File: config.mk
export PLATFORM = sky130hd
export DESIGN_NAME = pec_classifier
export DESIGN_NICKNAME = d
export VERILOG_FILES = /design/src/verilog/pec_pkg.sv /design/src/verilog/pec_axis_if.sv /design/src/verilog/pec_classifier.sv /design/src/verilog/pec_axis_det.sv
export VERILOG_INCLUDE_DIRS = /design/src /design/src/verilog
export SDC_FILE = /design/constraint.sdc
export NUM_CORES = 1
export LEC_CHECK = 0
export ABC_AREA = 1
export BUFFER_PORTS_ARGS = -buffer_cell sky130_fd_sc_hd__buf_2
export CORE_UTILIZATION = 55
export CTS_CLUSTER_SIZE = 12
export DETAILED_ROUTE_END_ITERATION = 12
export HOLD_SLACK_MARGIN = 0.15
export PLACE_DENSITY = 0.9
export REMOVE_ABC_BUFFERS = 1
export SYNTH_ARGS = -nofsm -noshare
export SYNTH_HDL_FRONTEND = slang
export SYNTH_SLANG_ARGS = --single-unit
export TNS_END_PERCENT = 5
File: constraint.sdc
create_clock -name aclk -period 2.7 [get_ports aclk]
set_input_delay 0.27 -clock aclk [delete_from_list [all_inputs] [get_ports aclk]]
set_output_delay 0.27 -clock aclk [all_outputs]
set_load 0.01 [all_outputs]
File: src/verilog/pec_cfg.svh
// Offsets, fields, reset values, error codes and timing of the classifier.
`ifndef PEC_CFG_SVH
`define PEC_CFG_SVH
`define PEC_OFF_CTRL 8'h00
`define PEC_OFF_CMD 8'h04
`define PEC_OFF_ERRX 8'h08
`define PEC_OFF_ERRY 8'h0C
`define PEC_OFF_STAT 8'h10
`define PEC_OFF_ISTAT 8'h14
`define PEC_OFF_IMASK 8'h18
`define PEC_CTRL_INDEP 0
`define PEC_CTRL_LIMHI 1
`define PEC_CTRL_ENDCHK 2
`define PEC_CTRL_RDYCHK 3
`define PEC_CTRL_MANUAL 4
`define PEC_CTRL_RST 5'h0C
`define PEC_CMD_STOP 2
`define PEC_ERR_FLAG 16
`define PEC_IRQ_BATTERY_LOW_INDICATOR 2
`define PEC_CODE_NONE 16'h0000
`define PEC_CODE_REPEAT 16'h3008
`define PEC_CODE_LABEL 16'h3009
`define PEC_CODE_AXIS 16'h3010
`define PEC_CODE_SVEND 16'h4002
`define PEC_CODE_SVRDY 16'h4003
`define PEC_CODE_LIMIT 16'h4004
`define PEC_CODE_ABS 16'h4006
`define PEC_REPEAT_MAX 5'h0F
`define PEC_LABEL_MAX 16'h00FF
`define PEC_CLK_KHZ 20000
`define PEC_SVEND_WAIT_MS 10
`define PEC_BATTERY_LOW_INDICATOR_SETTLE 2'h2
`define PEC_RESP_OKAY 2'h0
`define PEC_RESP_SLVERR 2'h2
`endif

File: src/verilog/pec_pkg.sv
// Types shared by the classifier modules.
package pec_pkg;
    typedef logic [15:0] pec_code_t;
    typedef enum logic {PEC_SVEND_IDLE, PEC_SVEND_WAIT} pec_svend_t;
endpackage

File: src/verilog/pec_axis_if.sv
// Carrier between one axis detector and the classifier core.
`timescale 1ns/1ps
interface pec_axis_if;
    import pec_pkg::*;
    logic evt;
    pec_code_t code;
    logic clr;
    logic lim_hi;
    logic end_chk;
    logic rdy_chk;
    modport det (
        output evt,
        output code,
        input clr,
        input lim_hi,
        input end_chk,
        input rdy_chk
    );
    modport cls (
        input evt,
        input code,
        output clr,
        output lim_hi,
        output end_chk,
        output rdy_chk
    );
endinterface

File: src/verilog/pec_classifier.sv
// Two-axis error classifier core with its AXI4-Lite register slave.
//
// Overview of operation
// - Repeat nesting over fifteen or unmatched: 3008.
// - Label number out of range: global 3009.
// - Both axes in independent program: global 3010.
// - Missing completion signal after move: 4002.
// - Missing amplifier ready: local code 4003.
// - Limit input active, level configurable: 4004.
// - Absolute data read failure: local 4006.
// - Global error flags and stops both axes.
// - Local error flags only its axis.
// - Local error in simultaneous mode stops both.
// - Local error in independent mode stops one.
// - Battery low at power-up lights indicator.
//
// The implementer's own choices: the address map and register access over AXI4-Lite.
`timescale 1ns/1ps
`include "pec_cfg.svh"
module pec_classifier #(
    parameter int unsigned SVEND_WAIT_CYC = `PEC_SVEND_WAIT_MS * `PEC_CLK_KHZ
) (
    input wire logic aclk,
    input wire logic aresetn,
    input wire logic [7:0] s_axi_awaddr,
    input wire logic s_axi_awvalid,
    output logic s_axi_awready,
    input wire logic [31:0] s_axi_wdata,
    input wire logic [3:0] s_axi_wstrb,
    input wire logic s_axi_wvalid,
    output logic s_axi_wready,
    output logic [1:0] s_axi_bresp,
    output logic s_axi_bvalid,
    input wire logic s_axi_bready,
    input wire logic [7:0] s_axi_araddr,
    input wire logic s_axi_arvalid,
    output logic s_axi_arready,
    output logic [31:0] s_axi_rdata,
    output logic [1:0] s_axi_rresp,
    output logic s_axi_rvalid,
    input wire logic s_axi_rready,
    input wire logic [1:0] servo_ready_pin,
    input wire logic [1:0] pos_done_pin,
    input wire logic [1:0] limit_fwd_pin,
    input wire logic [1:0] limit_rev_pin,
    input wire logic battery_low_pin,
    input wire logic [1:0] repeat_start,
    input wire logic [1:0] repeat_end,
    input wire logic [1:0] prog_end,
    input wire logic [1:0] label_strobe,
    input wire pec_pkg::pec_code_t label_num_x,
    input wire pec_pkg::pec_code_t label_num_y,
    input wire logic [1:0] axis_conflict,
    input wire logic [1:0] move_done,
    input wire logic [1:0] absolute_position_data_fail,
    output logic [1:0] axis_stop,
    output logic [1:0] err_flag,
    output logic battery_low_indicator,
    output logic irq
);
    import pec_pkg::*;

    // ****************************************************************
    // Declarations
    // ****************************************************************
    logic [4:0] ctrl_r;
    logic [2:0] imask_r;
    logic [2:0] istat_r;
    logic aw_have_r;
    logic w_have_r;
    logic [7:0] awaddr_r;
    logic [31:0] wdata_r;
    logic [3:0] wstrb_r;
    logic bvalid_r;
    logic [1:0] bresp_r;
    logic rvalid_r;
    logic [1:0] rresp_r;
    logic [31:0] rdata_r;
    logic wr_fire;
    logic wr_lo;
    logic wr_map;
    logic cmd_wr;
    logic istat_wr;
    logic rd_map;
    logic [31:0] rd_nxt;
    logic [1:0] err_clr;
    logic [1:0] evt;
    logic [1:0] is_glob;
    logic [1:0] loc_hit;
    logic glob_any;
    pec_code_t glob_code;
    pec_code_t code_in [2];
    pec_code_t code_r [2];
    logic [1:0] flag_r;
    logic [1:0] stop_r;
    logic [1:0] flag_set;
    logic [1:0] stop_set;
    logic bat_s1_r;
    logic bat_s2_r;
    logic [1:0] bat_cnt_r;
    logic bat_r;
    logic bat_set;
    logic [2:0] istat_set;
    pec_code_t lbl [2];

    // ****************************************************************
    // Per-axis detectors
    // ****************************************************************
    assign lbl[0] = label_num_x;
    assign lbl[1] = label_num_y;
    assign istat_set = {bat_set, flag_set};

    genvar g;
    generate
        for (g = 0; g < 2; g++) begin : g_axis
            pec_axis_if ax ();
            assign ax.clr = err_clr[g];
            assign ax.lim_hi = ctrl_r[`PEC_CTRL_LIMHI];
            assign ax.end_chk = ctrl_r[`PEC_CTRL_ENDCHK];
            assign ax.rdy_chk = ctrl_r[`PEC_CTRL_RDYCHK];
            assign evt[g] = ax.evt;
            assign code_in[g] = ax.code;
            pec_axis_det #(
                .WAIT_CYC(SVEND_WAIT_CYC)
            ) u_det (
                .aclk(aclk),
                .aresetn(aresetn),
                .pin_raw({limit_rev_pin[g], limit_fwd_pin[g],
                    pos_done_pin[g], servo_ready_pin[g]}),
                .repeat_start(repeat_start[g]),
                .repeat_end(repeat_end[g]),
                .prog_end(prog_end[g]),
                .label_strobe(label_strobe[g]),
                .label_num(lbl[g]),
                .axis_conflict(axis_conflict[g]),
                .move_done(move_done[g]),
                .abs_fail(absolute_position_data_fail[g]),
                .bus(ax)
            );
            // Only the two program faults that concern the whole program are global.
            assign is_glob[g] = evt[g] && (code_in[g] == `PEC_CODE_LABEL
                || code_in[g] == `PEC_CODE_AXIS);
            assign loc_hit[g] = evt[g] && !is_glob[g];
        end
    endgenerate

    // ****************************************************************
    // Classification
    // ****************************************************************
    assign glob_any = |is_glob;
    assign glob_code = is_glob[0] ? code_in[0] : code_in[1];

    always_comb begin
        for (int a = 0; a < 2; a++) begin
            // A global fault marks both axes whichever axis saw it.
            flag_set[a] = glob_any || loc_hit[a];
            if (ctrl_r[`PEC_CTRL_INDEP]) begin
                stop_set[a] = glob_any || loc_hit[a];
            end else begin
                stop_set[a] = glob_any || |loc_hit;
            end
        end
    end

    // Host reset of an error: per-axis bit, or stop command in manual mode.
    always_comb begin
        err_clr = 2'h0;
        if (cmd_wr) begin
            err_clr = wdata_r[1:0];
            if (wdata_r[`PEC_CMD_STOP] && ctrl_r[`PEC_CTRL_MANUAL]) begin
                err_clr = 2'h3;
            end
        end
    end

    // A fault still present at the reset sets again, so set wins over clear.
    generate
        for (g = 0; g < 2; g++) begin : g_hold
            always_ff @(posedge aclk) begin
                if (!aresetn) begin
                    code_r[g] <= `PEC_CODE_NONE;
                    flag_r[g] <= 1'b0;
                end else if (flag_set[g]) begin
                    code_r[g] <= glob_any ? glob_code : code_in[g];
                    flag_r[g] <= 1'b1;
                end else if (err_clr[g]) begin
                    code_r[g] <= `PEC_CODE_NONE;
                    flag_r[g] <= 1'b0;
                end
            end

            always_ff @(posedge aclk) begin
                if (!aresetn) begin
                    stop_r[g] <= 1'b0;
                end else if (stop_set[g]) begin
                    stop_r[g] <= 1'b1;
                end else if (err_clr[g]) begin
                    stop_r[g] <= 1'b0;
                end
            end
        end
    endgenerate

    assign axis_stop = stop_r;
    assign err_flag = flag_r;

    // ****************************************************************
    // Battery check at power-up
    // ****************************************************************
    always_ff @(posedge aclk) begin
        bat_s1_r <= battery_low_pin;
        bat_s2_r <= bat_s1_r;
    end

    // The level is taken once the synchroniser has filled after reset.
    always_ff @(posedge aclk) begin
        if (!aresetn) begin
            bat_cnt_r <= 2'h0;
        end else if (bat_cnt_r != 2'h3) begin
            bat_cnt_r <= bat_cnt_r + 2'h1;
        end
    end

    assign bat_set = bat_cnt_r == `PEC_BATTERY_LOW_INDICATOR_SETTLE && bat_s2_r;

    always_ff @(posedge aclk) begin
        if (!aresetn) begin
            bat_r <= 1'b0;
        end else if (bat_set) begin
            bat_r <= 1'b1;
        end
    end

    assign battery_low_indicator = bat_r;

    // ****************************************************************
    // Interrupts
    // ****************************************************************
    always_ff @(posedge aclk) begin
        if (!aresetn) begin
            istat_r <= 3'h0;
        end else begin
            for (int i = 0; i < 3; i++) begin
                if (istat_set[i]) begin
                    istat_r[i] <= 1'b1;
                end else if (istat_wr && wdata_r[i]) begin
                    istat_r[i] <= 1'b0;
                end
            end
        end
    end

    assign irq = |(istat_r & imask_r);

    // ****************************************************************
    // AXI4-Lite write channel
    // ****************************************************************
    assign s_axi_awready = !aw_have_r;
    assign s_axi_wready = !w_have_r;
    assign wr_fire = aw_have_r && w_have_r && !bvalid_r;
    assign wr_lo = wr_fire && wstrb_r[0];

    always_ff @(posedge aclk) begin
        if (!aresetn) begin
            aw_have_r <= 1'b0;
            awaddr_r <= 8'h00;
        end else if (s_axi_awvalid && !aw_have_r) begin
            aw_have_r <= 1'b1;
            awaddr_r <= s_axi_awaddr;
        end else if (wr_fire) begin
            aw_have_r <= 1'b0;
        end
    end

    always_ff @(posedge aclk) begin
        if (!aresetn) begin
            w_have_r <= 1'b0;
            wdata_r <= 32'h0;
            wstrb_r <= 4'h0;
        end else if (s_axi_wvalid && !w_have_r) begin
            w_have_r <= 1'b1;
            wdata_r <= s_axi_wdata;
            wstrb_r <= s_axi_wstrb;
        end else if (wr_fire) begin
            w_have_r <= 1'b0;
        end
    end

    always_comb begin
        case (awaddr_r)
            `PEC_OFF_CTRL, `PEC_OFF_CMD, `PEC_OFF_ERRX, `PEC_OFF_ERRY,
            `PEC_OFF_STAT, `PEC_OFF_ISTAT, `PEC_OFF_IMASK: wr_map = 1'b1;
            default: wr_map = 1'b0;
        endcase
    end

    assign cmd_wr = wr_lo && awaddr_r == `PEC_OFF_CMD;
    assign istat_wr = wr_lo && awaddr_r == `PEC_OFF_ISTAT;

    always_ff @(posedge aclk) begin
        if (!aresetn) begin
            ctrl_r <= `PEC_CTRL_RST;
        end else if (wr_lo && awaddr_r == `PEC_OFF_CTRL) begin
            ctrl_r <= wdata_r[4:0];
        end
    end

    always_ff @(posedge aclk) begin
        if (!aresetn) begin
            imask_r <= 3'h0;
        end else if (wr_lo && awaddr_r == `PEC_OFF_IMASK) begin
            imask_r <= wdata_r[2:0];
        end
    end

    always_ff @(posedge aclk) begin
        if (!aresetn) begin
            bvalid_r <= 1'b0;
            bresp_r <= `PEC_RESP_OKAY;
        end else if (wr_fire) begin
            bvalid_r <= 1'b1;
            bresp_r <= wr_map ? `PEC_RESP_OKAY : `PEC_RESP_SLVERR;
        end else if (s_axi_bready) begin
            bvalid_r <= 1'b0;
        end
    end

    assign s_axi_bvalid = bvalid_r;
    assign s_axi_bresp = bresp_r;

    // ****************************************************************
    // AXI4-Lite read channel
    // ****************************************************************
    assign s_axi_arready = !rvalid_r;

    always_comb begin
        rd_map = 1'b1;
        case (s_axi_araddr)
            `PEC_OFF_CTRL: rd_nxt = {27'h0, ctrl_r};
            `PEC_OFF_CMD: rd_nxt = 32'h0;
            `PEC_OFF_ERRX: rd_nxt = {15'h0, flag_r[0], code_r[0]};
            `PEC_OFF_ERRY: rd_nxt = {15'h0, flag_r[1], code_r[1]};
            `PEC_OFF_STAT: rd_nxt = {27'h0, flag_r, bat_r, stop_r};
            `PEC_OFF_ISTAT: rd_nxt = {29'h0, istat_r};
            `PEC_OFF_IMASK: rd_nxt = {29'h0, imask_r};
            default: begin
                rd_nxt = 32'h0;
                rd_map = 1'b0;
            end
        endcase
    end

    always_ff @(posedge aclk) begin
        if (!aresetn) begin
            rvalid_r <= 1'b0;
            rdata_r <= 32'h0;
            rresp_r <= `PEC_RESP_OKAY;
        end else if (s_axi_arvalid && !rvalid_r) begin
            rvalid_r <= 1'b1;
            rdata_r <= rd_nxt;
            rresp_r <= rd_map ? `PEC_RESP_OKAY : `PEC_RESP_SLVERR;
        end else if (s_axi_rready) begin
            rvalid_r <= 1'b0;
        end
    end

    assign s_axi_rvalid = rvalid_r;
    assign s_axi_rdata = rdata_r;
    assign s_axi_rresp = rresp_r;
endmodule // pec_classifier

File: src/verilog/pec_axis_det.sv
// Per-axis fault detector for program and amplifier faults.
`timescale 1ns/1ps
`include "pec_cfg.svh"
module pec_axis_det #(
    parameter int unsigned WAIT_CYC = 1
) (
    input wire logic aclk,
    input wire logic aresetn,
    input wire logic [3:0] pin_raw,
    input wire logic repeat_start,
    input wire logic repeat_end,
    input wire logic prog_end,
    input wire logic label_strobe,
    input wire pec_pkg::pec_code_t label_num,
    input wire logic axis_conflict,
    input wire logic move_done,
    input wire logic abs_fail,
    pec_axis_if.det bus
);
    import pec_pkg::*;
    // Pin order: 0 ready, 1 completion, 2 forward limit, 3 reverse limit.
    logic [3:0] pin_s1_r;
    logic [3:0] pin_s2_r;
    logic [4:0] depth_r;
    logic rpt_fault;
    logic lim_act;
    logic svend_fault;
    pec_svend_t svend_r;
    logic [31:0] wait_r;

    always_ff @(posedge aclk) begin
        pin_s1_r <= pin_raw;
        pin_s2_r <= pin_s1_r;
    end

    always_comb begin
        rpt_fault = 1'b0;
        if (repeat_start && depth_r == `PEC_REPEAT_MAX) begin
            rpt_fault = 1'b1;
        end
        if (repeat_end && depth_r == 5'h00) begin
            rpt_fault = 1'b1;
        end
        if (prog_end && depth_r != 5'h00) begin
            rpt_fault = 1'b1;
        end
    end

    always_ff @(posedge aclk) begin
        if (!aresetn || bus.clr || prog_end) begin
            depth_r <= 5'h00;
        end else if (repeat_start && !rpt_fault) begin
            depth_r <= depth_r + 5'h01;
        end else if (repeat_end && !rpt_fault) begin
            depth_r <= depth_r - 5'h01;
        end
    end

    // The first two wait cycles still show the completion pin from before the move ended.
    always_ff @(posedge aclk) begin
        if (!aresetn || bus.clr) begin
            svend_r <= PEC_SVEND_IDLE;
            wait_r <= 32'h0;
        end else begin
            case (svend_r)
                PEC_SVEND_IDLE: begin
                    if (move_done && bus.end_chk) begin
                        svend_r <= PEC_SVEND_WAIT;
                        wait_r <= 32'h0;
                    end
                end
                PEC_SVEND_WAIT: begin
                    wait_r <= wait_r + 32'h1;
                    if ((pin_s2_r[1] && wait_r >= 32'h2) || svend_fault) begin
                        svend_r <= PEC_SVEND_IDLE;
                    end
                end
                default: svend_r <= PEC_SVEND_IDLE;
            endcase
        end
    end

    assign svend_fault = svend_r == PEC_SVEND_WAIT && !pin_s2_r[1]
        && wait_r >= WAIT_CYC - 1;
    assign lim_act = bus.lim_hi ? (pin_s2_r[2] | pin_s2_r[3])
        : ~(pin_s2_r[2] & pin_s2_r[3]);

    always_comb begin
        bus.evt = 1'b1;
        if (abs_fail) begin
            bus.code = `PEC_CODE_ABS;
        end else if (lim_act) begin
            bus.code = `PEC_CODE_LIMIT;
        end else if (bus.rdy_chk && !pin_s2_r[0]) begin
            bus.code = `PEC_CODE_SVRDY;
        end else if (svend_fault) begin
            bus.code = `PEC_CODE_SVEND;
        end else if (axis_conflict) begin
            bus.code = `PEC_CODE_AXIS;
        end else if (label_strobe && label_num > `PEC_LABEL_MAX) begin
            bus.code = `PEC_CODE_LABEL;
        end else if (rpt_fault) begin
            bus.code = `PEC_CODE_REPEAT;
        end else begin
            bus.evt = 1'b0;
            bus.code = `PEC_CODE_NONE;
        end
    end
endmodule // pec_axis_det

; ---- Word-level counts from Yosys, hierarchy flattened
; Memory sizes are Yosys's and may differ from the RTL's.
; Cells that the tools add are included.
[word_totals]
reg_bits = 166
ramBits = 32
in_bits = 114
elab_cells = 271
memories = 1
[classes]
addsub = 7
magnitude_cmp = 6
n_eq_ne = 22
mux = 100
n_bitwise = 13
reduce_logical = 89
[mem_list]
columns = name, depth, word_bits, read_ports, rd_ports_with_merged_regs, wr, line
row1 = code_r, 2, 16, 2, 0, 2, pec_classifier.sv:93  ; pec_code_t code_r [2];
[ops]
columns = operator, n
row1 = two-way mux 16 bit, 19
row2 = one-hot mux 32 bit (2 select lines), 2
row3 = one-hot mux 17 bit (6 select lines), 1
row4 = "adder 32 x 1 -> 32 bit, second input constant", 2
row5 = "equality test 16 x 14 -> 1 bit, second input constant", 4
row6 = "greater-or-equal comparator 32 x 18 -> 1 bit, second input constant", 2
row7 = "greater-or-equal comparator 32 x 2 -> 1 bit, second input constant", 2
row8 = two-way mux 1 bit, 64
row9 = two-way mux 32 bit, 2
row10 = "equality test 8 x 5 -> 1 bit, second input constant", 6
row11 = logical AND 1 bit, 41
row12 = "equality test 8 x 4 -> 1 bit, second input constant", 4
row13 = "greater-than comparator 16 x 8 -> 1 bit, second input constant", 2
row14 = two-way mux 14 bit, 2
row15 = nonzero test 2 bit, 13
row16 = two-way mux 5 bit, 4
row17 = "equality test 8 x 3 -> 1 bit, second input constant", 2
row18 = logical NOT 8 bit, 2
row19 = OR reduction 7 bit, 2
row20 = logical NOT 1 bit, 13
row21 = logical OR 1 bit, 11
row22 = "adder 5 x 1 -> 5 bit, second input constant", 2
row23 = "equality test 5 x 4 -> 1 bit, second input constant", 2
row24 = logical NOT 5 bit, 2
row25 = other kinds (14), 31

; ---- Longest topological paths before layout
[depth]
word_depth = 23
ltp_mapped = 16
mapped_depth_nobuf = 16

; ---- By module
; From an unflattened synthesis, not the netlist that was laid out.
[hier_totals]
cells_unflattened = 1519
area_unflattened_um2 = 10298.6
[by_module_without_submodules]
columns = module, instances, cells_per_inst, area_each_um2
row1 = pec_axis_det, 2, 463, 2910.3
row2 = pec_classifier, 1, 593, 4478.0

; ---- Least setup slack after synthesis
; Ideal clock, no wire load.
[synth_timing]
path_kind = register -> register
startpoint = reg g_axis[1].u_det.depth_r[0]
endpoint = reg g_axis[1].u_det.depth_r[4]
setup_time_ns = 0.115
arrival_time_ns = 1.913
required_time_ns = 2.585
path_slack_ns = 0.672
path_stages_with_launch = 14
synth_period_minus_slack_ns = 2.028
path_cell_list = dfxtp_1 nor2_1 nand4_1 nand2_1 o21ai_1 nor2_1 nand2_1 fa_1 nand3_1 nand2_1 xor2_1 nor2_1 xnor2_1 nor2_1
[synth_between]
elab_chain_len = 8
word_cells_on_any_way = 17
cone_classes = add/sub: 2 / eq/ne: 1 / mux: 5 / reduce/logical: 9
[synth_lines]
columns = item, line
row1 = from (decl), pec_axis_det.sv:24  ; logic [4:0] depth_r;
row2 = from (signal assigned), pec_axis_det.sv:53  ; depth_r <= depth_r + 5'h01;
row3 = from (signal assigned), pec_axis_det.sv:55  ; depth_r <= depth_r - 5'h01;
row4 = equality test 5 x 4 -> 1 bit (no line), n/a
row5 = logical AND 1 bit (no line), n/a
row6 = two-way mux 1 bit, pec_axis_det.sv:38  ; if (repeat_start && depth_r == `PEC_REPEAT_MAX) begin
row7 = two-way mux 1 bit, pec_axis_det.sv:41  ; if (repeat_end && depth_r == 5'h00) begin
row8 = two-way mux 1 bit, pec_axis_det.sv:44  ; if (prog_end && depth_r != 5'h00) begin
row9 = logical NOT 1 bit, "pec_axis_det.sv:52, pec_axis_det.sv:54"
row10 = logical AND 1 bit (on tied branches), "pec_axis_det.sv:52, pec_axis_det.sv:54"
row11 = two-way mux 5 bit / nonzero test 2 bit (equally long branches), n/a
; Several ways; a longest one is shown, not always the timed one. The select of a mux whose other input is x is not followed.
; A chain may end at the register's enable or synchronous reset.

; ---- Worst setup path after layout
; Ends and elaborated chain as after synthesis.

==> results_dict.tcl <==
set metrics [dict create \
    run_status "finished, final reports clean" \
    drc 0 \
    die_w_um 121.1 \
    critical_path.endpoint_type "flop" \
    worst_ir_drop_vdd_mv 0.5241 \
    initial_antenna_violation_count 0 \
    syn-cell-area_mm2 0.007807 \
    synthesized_area_fraction_occupied_by_ao_oa_aoi_and_oai_cells 0.1644 \
    path_clk_slew_ns 0.06 \
    ys_ff_latch 154 \
    syn_avg_cell_area_um2 7.297 \
    max_clock_freq_mhz 413.4 \
    grt_start_max_net_pins 31 \
    cts_htree_levels 4 \
    rr_worst_depth 13 \
    synth_seq_area_share 0.4128 \
    timing.hold.worst.start "s_axi_wdata[1]" \
    fin_crit_sh 0.8960 \
    synth.top_cells.by_count "182 x nand2_1, 145 x inv_1, 140 x dfxtp_1" \
    worst_hold_path.num_cells 3 \
    synth.area.top_cells "dfxtp_1 36%, nand2_1 8.8%, inv_1 7.0%, nor2_1 6.2%, a21oi_1 6.0%" \
    clock_latency_ns 0.43 \
    timing.setup.critical_path_class "flop to flop" \
    finalHoldViolCount 0 \
    drtAntennaViolNets 0 \
    finalMaxSlewViolations 0 \
    yosys.area_share.xor_xnor 0.01010 \
    period_minus_slack_ns 2.419 \
    wl_um 18820 \
    drive_gt1_frac 0.1432 \
    dr_wl_met2_um 9290 \
    globalRouteTotalUtil 0.2633 \
    fp.dieArea_mm2 0.01468 \
    cts_tree "yes" \
    critical_path.cell_chain "nor2_1 > nand4_1 > nand2_1 > o21ai_1 > nor2_1 > nand2_1 > fa_1 > nand3_1 > nand2_1 > xor2_1 > nor2_1 > xnor2_1 > nor2_1" \
    detailedPlacementHpwl_um 12760 \
    whs_endpoint "wdata_r[1]" \
    fillCellCount 1072 \
    postSynth.topFlopCell "dfxtp_1" \
    cts_inserted_buffers 17 \
    cts_root_buffer "clkbuf_16" \
    synth.most_common_cell "nand2_1" \
    synth_top_cell_area_share 0.3590 \
    dr.pass1.iters 5 \
    critical_path.max_fanout 6 \
    first_global_vias 6933 \
    crit_path_max_incr_delay_ns 0.49 \
    synth_fa_ha_area_frac 0.02436 \
    path_common_cell "nor2_1" \
    synth_cell_types 57 \
    count_of_port_buffers_added_during_placement 89 \
    synth_async_sr_flop_share 0 \
    core_region_area_mm2 0.01388 \
    i_o_pin_count 161 \
    cts_num_sinks 154 \
    n_antenna_cell 0 \
    route.layer.met1.wl_um 7749 \
    crit_path_start_kind "flop" \
    route.vias.total 7488 \
    detail_route.wl_per_cell_um 13.63 \
    leakagePower_nw 3.923 \
    post_synth_and_or_nand_nor_area_fraction 0.2796 \
    final_design_instance_area_without_fill_mm2 0.009158 \
    detailed_place.area_mm2 0.008349 \
    synth.area.mux_share 0.001282 \
    r2r_end "g_axis[1].u_det.depth_r[4]" \
    gp_congestion 0.9188 \
    topRoutingLayerUsed "met4" \
    worst_reg_to_reg_setup_slack_ns 0.28 \
    clock_tree.buffer_depth 2 \
    grt_first_pass_wirelength_um 30790 \
    synth_top_area_cell "dfxtp_1" \
    floorplan.initialDensity 0.5625 \
    detailroute.wirelength.met3_um 1271 \
    pwr_density_cell_mw_per_mm2 600.7 \
    worst_hold_path_type "input pin to flop" \
    row_count 43 \
    setup_total_negative_slack_ns 0 \
    globalRoute.totalOverflow 0 \
    report.final.setup_viol 0 \
    clock_skew_ns 0.007862 \
    critical_path.reg2reg.startpoint "g_axis[1].u_det.depth_r[0]" \
    slew-limit-headroom 0.5028 \
    routed_via_density 5.422 \
    number_of_enable_flip_flop_cells_after_synthesis 14 \
    nNetsFinal 1316 \
    drt_iter0_markers 810 \
    timing_worst_slew_pin_value_ns 0.7401 \
    worst_path_max_delay_cell "fa_1" \
    die_height_um 121.1 \
    cap_viol_max_count 0 \
    critical_path_required_ns 3.01 \
    areaGrowthSynthToFinish_pct 17.29 \
    grt_setup_unrepaired "false" \
    critPathArrivalTime_ns 2.73 \
    dominant_combinational_cell_family_by_area_after_synthesis "simple AND/OR/NAND/NOR gates" \
    yosys_warnings 0 \
    synthesis.instances 1070 \
]
area by class of cell:
class,count,area [µm²],share of cell area
multi-input combinational,747,3840,0.4193
timing repair buffer,118,718.2,0.07843
clock buffer,21,440.4,0.04809
inverter,150,563.0,0.06148
tap,180,225.2,0.02459
sequential,154,3223,0.3520
clock inverter,11,147.6,0.01612
cell usage in the layout (no fill, tap or decap), drive strengths merged, types with 12 or more instances in the layout:
cell type    count
a211oi          18
nand4           24
ha              12
clkbuf          21
conb            25
nor3            35
nor4            15
a21oi           95
edfxtp          14
inv            149
nor2           138
o21ai           85
nand2          192
nand3           51
dfxtp          140
buf             96
dlygate4sd3     22
how the worst max path moves through the flow:
stage	from	end	slack [ns]	cells after the start
6_report	g_axis[1].u_det.depth_r[0]	g_axis[1].u_det.depth_r[4]	0.28	13
5_1_grt	g_axis[1].u_det.depth_r[0]	g_axis[1].u_det.depth_r[4]	0.09	13
4_1_cts	g_axis[1].u_det.depth_r[0]	g_axis[1].u_det.depth_r[4]	0.35	13
3_5_place_dp	g_axis[1].u_det.depth_r[0]	g_axis[1].u_det.depth_r[4]	0.38	13
3_3_place_gp	g_axis[0].u_det.wait_r[1]	code_r[1][3]	0.46	12
2_1_floorplan	g_axis[0].u_det.wait_r[1]	code_r[1][0]	0.55	12
what timing repair did:
item | CTS | global route
gates resized for setup | 0 | 0
endpoints found under the hold margin | 22 | 0
setup buffers | 0 | 0
hold buffers | 22 | 0
flip-flops by register name (all words and copies together) (netlist names), 5 cells and up:
| name | flops |
|---|---|
| g_axis.u_det.pin_s2_r | 8 |
| g_axis.u_det.pin_s1_r | 8 |
| awaddr_r | 8 |
| wdata_r | 5 |
| g_axis.u_det.wait_r | 64 |
| s_axi_rdata | 8 |
| code_r | 14 |
| ctrl_r | 5 |
| g_axis.u_det.depth_r | 10 |
through the flow:
stage	util	setup WS (ns)	cells	total power [W]	hold slack, ns
finish	0.6597	0.2809	1381	0.005501	0.1706
global route	0.6597	0.09236	1381	0.005702	0.1789
CTS	0.6597	0.3491	1381	0.005510	0.1595
detailed placement	0.6015	0.3846	1327	0.003123	0.3164
global placement	0.6015	0.4561	1327	0.003093	0.3105
floorplan	-	0.5533	1051	0.002918	0.2977
power by group:
part	leakage [nW]	total, W	internal (W)	switching, W
clock	0.285	0.00238	0.00145	0.000926
combinational	2.33	0.000651	0.000246	0.000405
sequential	1.31	0.00247	0.00240	0.0000690
critical path: cells and delay by family (launching register included):
| family | cells | cell delay, ns |
|---|---|---|
| compound gates | 1 | 0.06 |
| xor+xnor | 2 | 0.30 |
| flops | 1 | 0.38 |
| simple gates | 9 | 1.06 |
| fa+ha+maj | 1 | 0.49 |
per-layer routing:
| layer | vias up | global-route usage |
|---|---|---|
| met5 | - | 0 |
| met4 | 0 | 0.1219 |
| met3 | 53 | 0.05404 |
| met2 | 319 | 0.4557 |
| met1 | 3375 | 0.3114 |
| li1 | 3741 | - |
cell families (layout without fill, tap and decap cells):
kind of cell / count (synthesis) / in the layout
multiplexers: 1 / 1
other: 1 / 25
AO/OA/AOI/OAI: 229 / 229
AND/OR/NAND/NOR: 469 / 469
XOR/XNOR: 9 / 9
adder cells (fa/ha/maj): 14 / 14
buffers and inverters: 193 / 300
flip-flops: 154 / 154
No activity file was read; power rests on OpenSTA's default activity.
